===== config.mk =====
export PLATFORM = sky130hd
export DESIGN_NAME = eps_pwm_steer
export DESIGN_NICKNAME = d
export VERILOG_FILES = /design/src/rtl/eps_pkg.sv /design/src/rtl/eps_pwm_steer.sv
export SDC_FILE = /design/constraint.sdc
export NUM_CORES = 1
export LEC_CHECK = 0
export ABC_AREA = 1
export BUFFER_PORTS_ARGS = -buffer_cell sky130_fd_sc_hd__buf_2
export CAP_MARGIN = 20
export CORE_ASPECT_RATIO = 1.2
export CORE_MARGIN = 2
export CORE_UTILIZATION = 32
export CTS_CLUSTER_SIZE = 16
export DETAILED_ROUTE_END_ITERATION = 10
export GPL_TIMING_DRIVEN = 0
export PLACE_DENSITY = 0.49
export SLEW_MARGIN = 20
export SYNTH_ARGS = -nofsm -noshare
export SYNTH_HDL_FRONTEND = slang
export SYNTH_SLANG_ARGS = --single-unit

===== constraint.sdc =====
create_clock -name clk -period 1.9 [get_ports clk]
set_clock_uncertainty 0.05 [all_clocks]
set_input_delay 0.19 -clock clk [delete_from_list [all_inputs] [get_ports clk]]
set_output_delay 0.19 -clock clk [all_outputs]
set_load 0.02 [all_outputs]

===== src/rtl/eps_pkg.sv =====
package eps_pkg;

  // ---------------------------------------------------------------
  // register map
  // ---------------------------------------------------------------
  localparam logic [3:0] ADDR_TIMER_SELECT  = 4'h0;
  localparam logic [3:0] ADDR_SHUTDOWN_CTRL = 4'h1;
  localparam logic [3:0] ADDR_RESTART_DELAY = 4'h2;
  localparam logic [3:0] ADDR_STEERING      = 4'h3;
  localparam logic [3:0] ADDR_UNIT_CONTROL  = 4'h4;
  localparam logic [3:0] ADDR_IRQ_STATUS    = 4'h5;
  localparam logic [3:0] ADDR_IRQ_MASK      = 4'h6;

  localparam logic [7:0] RST_TIMER_SELECT  = 8'h00;
  localparam logic [7:0] RST_SHUTDOWN_CTRL = 8'h00;
  localparam logic [7:0] RST_RESTART_DELAY = 8'h00;
  localparam logic [7:0] RST_STEERING      = 8'h01;
  localparam logic [7:0] RST_UNIT_CONTROL  = 8'h00;
  localparam logic [7:0] STEER_MASK        = 8'h1F;

  // ---------------------------------------------------------------
  // field positions
  // ---------------------------------------------------------------
  localparam int FLAG_BIT      = 7;
  localparam int SRC_HI        = 6;
  localparam int SRC_LO        = 4;
  localparam int AC_HI         = 3;
  localparam int AC_LO         = 2;
  localparam int BD_HI         = 1;
  localparam int BD_LO         = 0;
  localparam int RESTART_BIT   = 7;
  localparam int DELAY_HI      = 6;
  localparam int SYNC_BIT      = 4;
  localparam int MODE_HI       = 3;
  localparam int MODE_LO       = 2;
  localparam int POL_BD_BIT    = 0;
  localparam int POL_AC_BIT    = 1;
  localparam int OCFG_HI       = 7;
  localparam int OCFG_LO       = 6;
  localparam int SEL_W         = 2;
  localparam int NUM_UNITS     = 4;
  localparam int NUM_TIMERS    = 3;
  localparam int NUM_PINS      = 4;

  localparam logic [1:0] MODE_PWM    = 2'h3;
  localparam logic [1:0] OCFG_SINGLE = 2'h0;
  localparam logic [1:0] SS_HIGH     = 2'h1;
  localparam logic [6:0] DELAY_ZERO  = 7'h00;

  // irq status bits
  localparam int IRQ_SHUTDOWN = 0;
  localparam int IRQ_RESTART  = 1;

  // shutdown source codes
  localparam logic [2:0] SRC_OFF     = 3'h0;
  localparam logic [2:0] SRC_C1      = 3'h1;
  localparam logic [2:0] SRC_C2      = 3'h2;
  localparam logic [2:0] SRC_C1_C2   = 3'h3;
  localparam logic [2:0] SRC_FLT     = 3'h4;
  localparam logic [2:0] SRC_FLT_C1  = 3'h5;
  localparam logic [2:0] SRC_FLT_C2  = 3'h6;
  localparam logic [2:0] SRC_FLT_ALL = 3'h7;

  typedef struct packed {
    logic [3:0] addr;
    logic [7:0] wdata;
    logic       wr;
    logic       rd;
  } eps_bus_req_type;

  typedef struct packed {
    logic [NUM_PINS-1:0] value;
    logic [NUM_PINS-1:0] drive;
  } eps_pins_type;

endpackage : eps_pkg


===== src/rtl/eps_pwm_steer.sv =====
// The register addresses and strobed register access were decided locally.
`timescale 1ns/1ps
// How it works
// each unit's timebase chosen by 2-bit code
// timer select fields 7-6..1-0, reset zero
// flag bit 7 set holds shutdown output state
// source codes 000-011: off, comparators
// codes 100-111 add low fault pin
// shutdown state of pins a and c
// shutdown state of pins b and d
// synced comparator delays shutdown by timer1
// auto restart clears flag once cause gone
// without auto restart software clears flag
// active edge delayed by 7-bit count
// delay field cleared on clock-safety reset
// steering updates at period or instruction
// steer bits route waveform with polarity
// steering only in pwm single-output mode
// low mode bits set pair polarities
// resume output only at next period start
// flag stays set while source active
module eps_pwm_steer (
  input  wire logic                 clk,
  input  wire logic                 nrst,
  input  wire eps_pkg::eps_bus_req_type bus,
  output logic [7:0]                rdata,
  output logic                      irq,
  input  wire logic [2:0]           timer_period_start,
  input  wire logic [2:0]           timer_pwm_level,
  output logic [3:0]                unit_period_start,
  output logic [3:0]                unit_pwm_level,
  input  wire logic                 comparator1_out,
  input  wire logic                 comparator2_out,
  input  wire logic                 comparator1_sync_en,
  input  wire logic                 comparator2_sync_en,
  input  wire logic                 timer1_sync_tick,
  input  wire logic                 fault_input_pin,
  input  wire logic                 clock_safety_reset,
  input  wire logic [3:0]           port_value,
  input  wire logic [3:0]           port_drive,
  output eps_pkg::eps_pins_type     pins
);
  import eps_pkg::*;

  // ---------------------------------------------------------------
  // registers
  // ---------------------------------------------------------------
  logic [7:0] pwm_timer_select;
  logic [7:0] auto_shutdown_control;
  logic [7:0] restart_and_delay_control;
  logic [7:0] output_steering_control;
  logic [7:0] unit_control;
  logic [1:0] irq_status;
  logic [1:0] irq_mask;
  logic [4:0] steer_active;
  logic       shutdown_event_flag;
  logic       hold_off;
  logic       c1_synced;
  logic       c2_synced;
  logic       src_active;
  logic       sw_clear;
  logic       next_flag;
  logic       steer_ok;
  logic [6:0] delay_cnt;
  logic       delayed_level;
  logic       pwm_raw;
  logic       period_start;

  wire [2:0] shutdown_source_select  = auto_shutdown_control[SRC_HI:SRC_LO];
  wire [1:0] pair_ac_shutdown_state  = auto_shutdown_control[AC_HI:AC_LO];
  wire [1:0] pair_bd_shutdown_state  = auto_shutdown_control[BD_HI:BD_LO];
  wire       auto_restart_enable     = restart_and_delay_control[RESTART_BIT];
  wire [6:0] active_edge_delay_count = restart_and_delay_control[DELAY_HI:0];
  wire       steering_update_sync    = output_steering_control[SYNC_BIT];
  wire [3:0] unit_mode_field         = unit_control[MODE_HI:0];
  wire [1:0] output_configuration_field = unit_control[OCFG_HI:OCFG_LO];

  // ---------------------------------------------------------------
  // timer selection per unit
  // ---------------------------------------------------------------
  genvar u;
  generate
    for (u = 0; u < NUM_UNITS; u++) begin : g_unit
      logic [1:0] choice;
      assign choice = pwm_timer_select[u*SEL_W +: SEL_W];
      // reserved code 11 gives no timebase
      assign unit_period_start[u] = (choice < 2'(NUM_TIMERS)) ?
                                    timer_period_start[choice] : 1'b0;
      assign unit_pwm_level[u]    = (choice < 2'(NUM_TIMERS)) ?
                                    timer_pwm_level[choice] : 1'b0;
    end
  endgenerate

  // unit 0 drives the enhanced pins
  assign period_start = unit_period_start[0];
  assign pwm_raw      = unit_pwm_level[0];

  // ---------------------------------------------------------------
  // shutdown sources
  // ---------------------------------------------------------------
  // synced comparators only update on timer1 ticks
  always_ff @(posedge clk or negedge nrst) begin
    if (!nrst) begin
      c1_synced <= 1'b0;
      c2_synced <= 1'b0;
    end else if (timer1_sync_tick) begin
      c1_synced <= comparator1_out;
      c2_synced <= comparator2_out;
    end
  end

  logic c1_eff;
  logic c2_eff;
  logic flt_eff;
  assign c1_eff  = comparator1_sync_en ? c1_synced : comparator1_out;
  assign c2_eff  = comparator2_sync_en ? c2_synced : comparator2_out;
  assign flt_eff = !fault_input_pin;

  always_comb begin
    case (shutdown_source_select)
      SRC_OFF:     src_active = 1'b0;
      SRC_C1:      src_active = c1_eff;
      SRC_C2:      src_active = c2_eff;
      SRC_C1_C2:   src_active = c1_eff | c2_eff;
      SRC_FLT:     src_active = flt_eff;
      SRC_FLT_C1:  src_active = flt_eff | c1_eff;
      SRC_FLT_C2:  src_active = flt_eff | c2_eff;
      SRC_FLT_ALL: src_active = flt_eff | c1_eff | c2_eff;
      default:     src_active = 1'b0;
    endcase
  end

  assign sw_clear = bus.wr && (bus.addr == ADDR_SHUTDOWN_CTRL) &&
                    !bus.wdata[FLAG_BIT];

  // ---------------------------------------------------------------
  // shutdown flag
  // ---------------------------------------------------------------
  always_comb begin
    next_flag = shutdown_event_flag;
    if (shutdown_event_flag && !src_active) begin
      if (auto_restart_enable)
        next_flag = 1'b0;
      else if (sw_clear)
        next_flag = 1'b0;
    end
    // a live source wins over any clear
    if (src_active)
      next_flag = 1'b1;
  end

  always_ff @(posedge clk or negedge nrst) begin
    if (!nrst)
      shutdown_event_flag <= 1'b0;
    else
      shutdown_event_flag <= next_flag;
  end

  // outputs stay parked until the next period begins
  always_ff @(posedge clk or negedge nrst) begin
    if (!nrst)
      hold_off <= 1'b0;
    else if (next_flag)
      hold_off <= 1'b1;
    else if (period_start)
      hold_off <= 1'b0;
  end

  // ---------------------------------------------------------------
  // register writes
  // ---------------------------------------------------------------
  always_ff @(posedge clk or negedge nrst) begin
    if (!nrst) begin
      pwm_timer_select      <= RST_TIMER_SELECT;
      auto_shutdown_control <= RST_SHUTDOWN_CTRL;
      output_steering_control <= RST_STEERING;
      unit_control          <= RST_UNIT_CONTROL;
      irq_mask              <= 2'h0;
    end else if (bus.wr) begin
      case (bus.addr)
        ADDR_TIMER_SELECT:  pwm_timer_select <= bus.wdata;
        ADDR_SHUTDOWN_CTRL: auto_shutdown_control <= bus.wdata;
        ADDR_STEERING:      output_steering_control <= bus.wdata & STEER_MASK;
        ADDR_UNIT_CONTROL:  unit_control <= bus.wdata;
        ADDR_IRQ_MASK:      irq_mask <= bus.wdata[1:0];
        default: ;
      endcase
    end
  end

  // restart bit stays writable while the delay field is forced
  always_ff @(posedge clk or negedge nrst) begin
    if (!nrst) begin
      restart_and_delay_control <= RST_RESTART_DELAY;
    end else begin
      if (bus.wr && bus.addr == ADDR_RESTART_DELAY)
        restart_and_delay_control <= bus.wdata;
      if (clock_safety_reset)
        restart_and_delay_control[DELAY_HI:0] <= DELAY_ZERO;
    end
  end

  // ---------------------------------------------------------------
  // steering
  // ---------------------------------------------------------------
  // sync mode waits for the period start; else next cycle
  always_ff @(posedge clk or negedge nrst) begin
    if (!nrst)
      steer_active <= RST_STEERING[4:0];
    else if (!steering_update_sync || period_start)
      steer_active <= output_steering_control[4:0];
  end

  assign steer_ok = (unit_mode_field[MODE_HI:MODE_LO] == MODE_PWM) &&
                    (output_configuration_field == OCFG_SINGLE);

  // ---------------------------------------------------------------
  // active edge delay
  // ---------------------------------------------------------------
  // only rising edges are delayed; falls pass at once
  always_ff @(posedge clk or negedge nrst) begin
    if (!nrst) begin
      delay_cnt     <= DELAY_ZERO;
      delayed_level <= 1'b0;
    end else if (!pwm_raw) begin
      delay_cnt     <= DELAY_ZERO;
      delayed_level <= 1'b0;
    end else if (delay_cnt >= active_edge_delay_count) begin
      delayed_level <= 1'b1;
    end else begin
      delay_cnt <= delay_cnt + 7'h01;
    end
  end

  // ---------------------------------------------------------------
  // pins
  // ---------------------------------------------------------------
  logic [NUM_PINS-1:0] next_value;
  logic [NUM_PINS-1:0] next_drive;

  genvar p;
  generate
    for (p = 0; p < NUM_PINS; p++) begin : g_pin
      logic [1:0] ss;
      logic       inv;
      logic       steered;
      assign ss  = (p % 2 == 0) ? pair_ac_shutdown_state : pair_bd_shutdown_state;
      assign inv = (p % 2 == 0) ? unit_mode_field[POL_AC_BIT] :
                                  unit_mode_field[POL_BD_BIT];
      assign steered = steer_ok && steer_active[p];
      assign next_value[p] = !steered ? port_value[p] :
                             hold_off ? (ss == SS_HIGH) :
                             (delayed_level ^ inv);
      assign next_drive[p] = !steered ? port_drive[p] :
                             hold_off ? !ss[1] : 1'b1;
    end
  endgenerate

  // one register for the whole pin word keeps a single driver
  always_ff @(posedge clk or negedge nrst) begin
    if (!nrst) begin
      pins <= '0;
    end else begin
      pins.value <= next_value;
      pins.drive <= next_drive;
    end
  end

  // ---------------------------------------------------------------
  // interrupts and read back
  // ---------------------------------------------------------------
  wire rd_status = bus.rd && (bus.addr == ADDR_IRQ_STATUS);
  wire ev_shut   = next_flag && !shutdown_event_flag;
  wire ev_rest   = !next_flag && shutdown_event_flag;

  // a new event beats the read clear
  always_ff @(posedge clk or negedge nrst) begin
    if (!nrst)
      irq_status <= 2'h0;
    else
      irq_status <= (rd_status ? 2'h0 : irq_status) | {ev_rest, ev_shut};
  end

  assign irq = |(irq_status & irq_mask);

  always_ff @(posedge clk or negedge nrst) begin
    if (!nrst)
      rdata <= 8'h00;
    else if (bus.rd) begin
      case (bus.addr)
        ADDR_TIMER_SELECT:  rdata <= pwm_timer_select;
        ADDR_SHUTDOWN_CTRL: rdata <= {shutdown_event_flag, auto_shutdown_control[6:0]};
        ADDR_RESTART_DELAY: rdata <= restart_and_delay_control;
        ADDR_STEERING:      rdata <= output_steering_control;
        ADDR_UNIT_CONTROL:  rdata <= unit_control;
        ADDR_IRQ_STATUS:    rdata <= {6'h00, irq_status};
        ADDR_IRQ_MASK:      rdata <= {6'h00, irq_mask};
        default:            rdata <= 8'h00;
      endcase
    end else
      rdata <= 8'h00;
  end

endmodule : eps_pwm_steer


==> run_results.csv <==
group,metric,value,unit
clock_tree,cts_tree,"done",
grt,antenna_found_initial,0,
routing,vias_per_cell,4.546,
critical_path,worstSetupEndpoint,"unit_pwm_level[0]",
clock_tree,clk_pin_slew_worst_paths,0.06,ns
pwr,power.total,4.784,mW
clock_tree,cts_max_path_buffers,2,
synthesis,syn_avg_cell_area,8.137,um^2
outcome,outcome,"finished, final reports clean",
critical_path,startpoint,"pwm_timer_select[0]$_DFFE_PN0P_",
critical_path,required,1.66,ns
finish,final_cell_mix,"128 x nand2_1, 69 x dfrtp_1, 60 x buf_2",
sta,slew_headroom,70.45,%
placement,hpwl,7323,um
critical_path,path_cells,"nand2_1, o21ai_1, o21ai_4, inv_4, buf_4, buf_2",
sta,max_freq,548.7,MHz
finish,diodes,0,
synthesis,synth_top_family_by_area,"simple AND/OR/NAND/NOR gates",
floorplanning,core,0.01146,mm^2
routing,vias,3155,
min_path,hold_path_class,"in -> reg",
floorplanning,die-area,0.01250,mm^2
floorplanning,die_h,122.1,um
grt,grt_max_degree,56,
routing,drcViolationCount,0,
synthesis,netlist_instances,457,
synthesis,synth_compound_area_share,15.17,%
pwr,switching_share,33.62,%
synthesis,yosysWarningCount,0,
grt,gr-usage-all-layers,16.65,%
critical_path,rr_endpoint,"delay_cnt[0]$_DFFE_PN0P_",
synthesis,synth.ff_latch_count,72,
pwr,intPower,3.176,mW
critical_path,reg2regPathDepth,9,
synthesis,seq_area_frac_synth,48.52,%
flow_run,drv_cap,0,
critical_path,slowest_stage,"dfrtp_2",
routing,wirelength,9583,um
sta,fin_crit,1.822,ns
grt,grt_use_met2,30.35,%
critical_path,start_kind,"register",
clock_tree,clockRootBuffer,"clkbuf_16",
critical_path,timing.rr.start,"restart_and_delay_control[6]$_DFFE_PN0P_",
sta,period_share,95.91,%
critical_path,endpoint_kind,"output port",
sta,slew_violations,0,
critical_path,crit_type,"reg -> out",
grt,gr-total-overflow,0,
sta,fin_tns_setup,0,ns
sta,rsz0062_at_grt,"yes",
finish,final_common_cell,"nand2_1",
grt,grt_pass1_wl,15640,um
critical_path,reg2reg_slack,0.24,ns
pwr,power_frac_clock,33.6,%
synthesis,syn_nets,502,
placement,port_buffers,60,
pwr,seqPwrFrac,42.3,%
synthesis,synth_flop_cell,"dfrtp_1",
critical_path,arrival,1.58,ns
synthesis,synth_edf_count,0,
placement,place_congestion,0.8566,
clock_tree,cts_buffers,9,
synthesis,synth_mux_area_share,0,%
clock_tree,clock_latency,0.34,ns
synthesis,synthSimpleGateAreaFrac,25.57,%
synthesis,syn-cell-area,0.003719,mm^2
synthesis,synth_xor_area_share,1.178,%
finish,drive_above_1_share,24.58,%
sta,hold_violations,0,
sta,setup_violations,0,
floorplanning,dieWidth,102.4,um
pwr,p_sw,1.609,mW
floorplanning,ios,62,
pwr,p_comb_share,24.1,%
pwr,vdd_drop_max,0.0004959,V
critical_path,critical-path-max-stage-delay,0.46,ns
pwr,pwr_density_cell,1047,mW/mm^2
floorplanning,initial_core_util,32.45,%
grt,grt-busiest-layer,"met2",
routing,wl_per_cell,13.81,um
finish,syn_to_final_growth,22.85,%
routing,ant_nets,0,
clock_tree,htree_levels,3,
routing,dr.pass1.iters,4,
grt,grt_use_met1,19.25,%
synthesis,synthAdderAreaFrac,2.692,%
sta,worst_pin_slew,0.4416,ns
critical_path,cp_max_fo,10,
grt,first_global_vias,3234,
synthesis,async_reset_ff_share,100.0,%
routing,drtIter0Drc,148,
clock_tree,numClockSinks,72,
floorplanning,placementRows,43,
finish,nets,577,
pwr,leakagePower,2.318,nW
grt,met3_usage,2.467,%
synthesis,synth_cell_types,31,
## layout make-up
cell class                      instances  area, um^2
Buffer                                  5       42.54
Clock buffer                           11       252.7
Clock inverter                          5       31.28
Fill cell                            1223        6892
Inverter                               56       212.7
Multi-Input combinational cell        324        1672
Sequential cell                        72        1805
Tap cell                              157       196.4
Timing Repair Buffer                   64       355.3
## worst max-delay path: cells and delay by family, from the launching register on
kind,cells,cell delay [ns]
flip-flops,1,0.46
AND/OR/NAND/NOR,1,0.08
buffers and inverters,3,0.40
AO/OA/AOI/OAI,2,0.31
## through the flow
stage / hold WS (ns) / setup WS (ns) / utilization, % / cell area [um^2] / std cells
3_5_place_dp: 0.04324 / 0.1248 / 37.05 / 4245 / 675
3_3_place_gp: 0.3503 / 0.07530 / 36.78 / 4215 / 674
2_1_floorplan: -0.1556 / 0.3668 / - / 3719 / 457
4_1_cts: 0.004894 / 0.03362 / 39.82 / 4563 / 694
6_report: 0.008472 / 0.07762 / 39.86 / 4568 / 694
5_1_grt: 0.02161 / -0.03524 / 39.86 / 4568 / 694
## flip-flops by register name, summed over array words and instances, names as in the netlist, 2 cells and up
name,flops
delay_cnt,7
steer_active,4
pwm_timer_select,8
output_steering_control,5
pins,8
restart_and_delay_control,8
irq_status,2
rdata,8
auto_shutdown_control,7
irq_mask,2
unit_control,8
## logic make-up (layout without fill, tap and decap cells)
logic type	count (synthesis)	in the layout
compound gates	93	93
buf+inv	61	141
fa+ha+maj	8	8
xor+xnor	5	5
simple gates	218	218
flops	72	72
## synthesized netlist by cell type, types with 4 or more instances
| cell type | number | area [um^2] |
|---|---|---|
| inv_2 | 5 | 18.77 |
| nand2_1 | 128 | 480.5 |
| o21ai_2 | 18 | 157.7 |
| a21oi_1 | 14 | 70.07 |
| nor2_4 | 5 | 56.30 |
| nor2_1 | 37 | 138.9 |
| ha_1 | 8 | 100.1 |
| nand3_1 | 32 | 160.2 |
| o21ai_0 | 42 | 210.2 |
| o22ai_1 | 12 | 75.07 |
| inv_1 | 50 | 187.7 |
| xor2_1 | 4 | 35.03 |
| dfrtp_1 | 70 | 1752 |
| nand2_2 | 9 | 56.30 |
## metal layers
metal  routed length (um)  share of wire (%)
met1                 4097                 43
met2                 5082                 53
met3                  230                2.4
met4                  172                1.8
met5                    0                  0
## repair_timing
item                                   4_1_cts  5_1_grt
endpoints found under the hold margin       17        0
hold buffers                                 1        0
setup endpoints to repair                    2        9
setup buffers                                2        0
pin swaps                                    2        1
resized for setup                            3        1
## worst min-delay path by stage
stage	endpoint	from	slack [ns]	cells after the start
final	pins[1]$_DFF_PN0_	port_drive[1]	0.008	3
after global routing	pins[6]$_DFF_PN0_	port_value[2]	0.02	3
after CTS	pins[1]$_DFF_PN0_	port_drive[1]	0.005	3
after detailed placement	c1_synced$_DFFE_PN0P_	nrst	0.04	1
after global placement	pins[4]$_DFF_PN0_	port_value[0]	0.35	3
after floorplan	auto_shutdown_control[0]$_DFFE_PN0P_	nrst	-0.16	0
## power groups by stage
stage | sequential [mW] | clock (mW) | combinational (mW)
after floorplan | 2.00 | 0 | 0.777
after global placement | 2.04 | 0 | 1.11
after detailed placement | 2.05 | 0 | 1.14
after CTS | 2.02 | 1.63 | 1.17
after global routing | 2.07 | 1.70 | 1.32
final | 2.03 | 1.61 | 1.15
No activity file was read; power rests on OpenSTA's default activity.
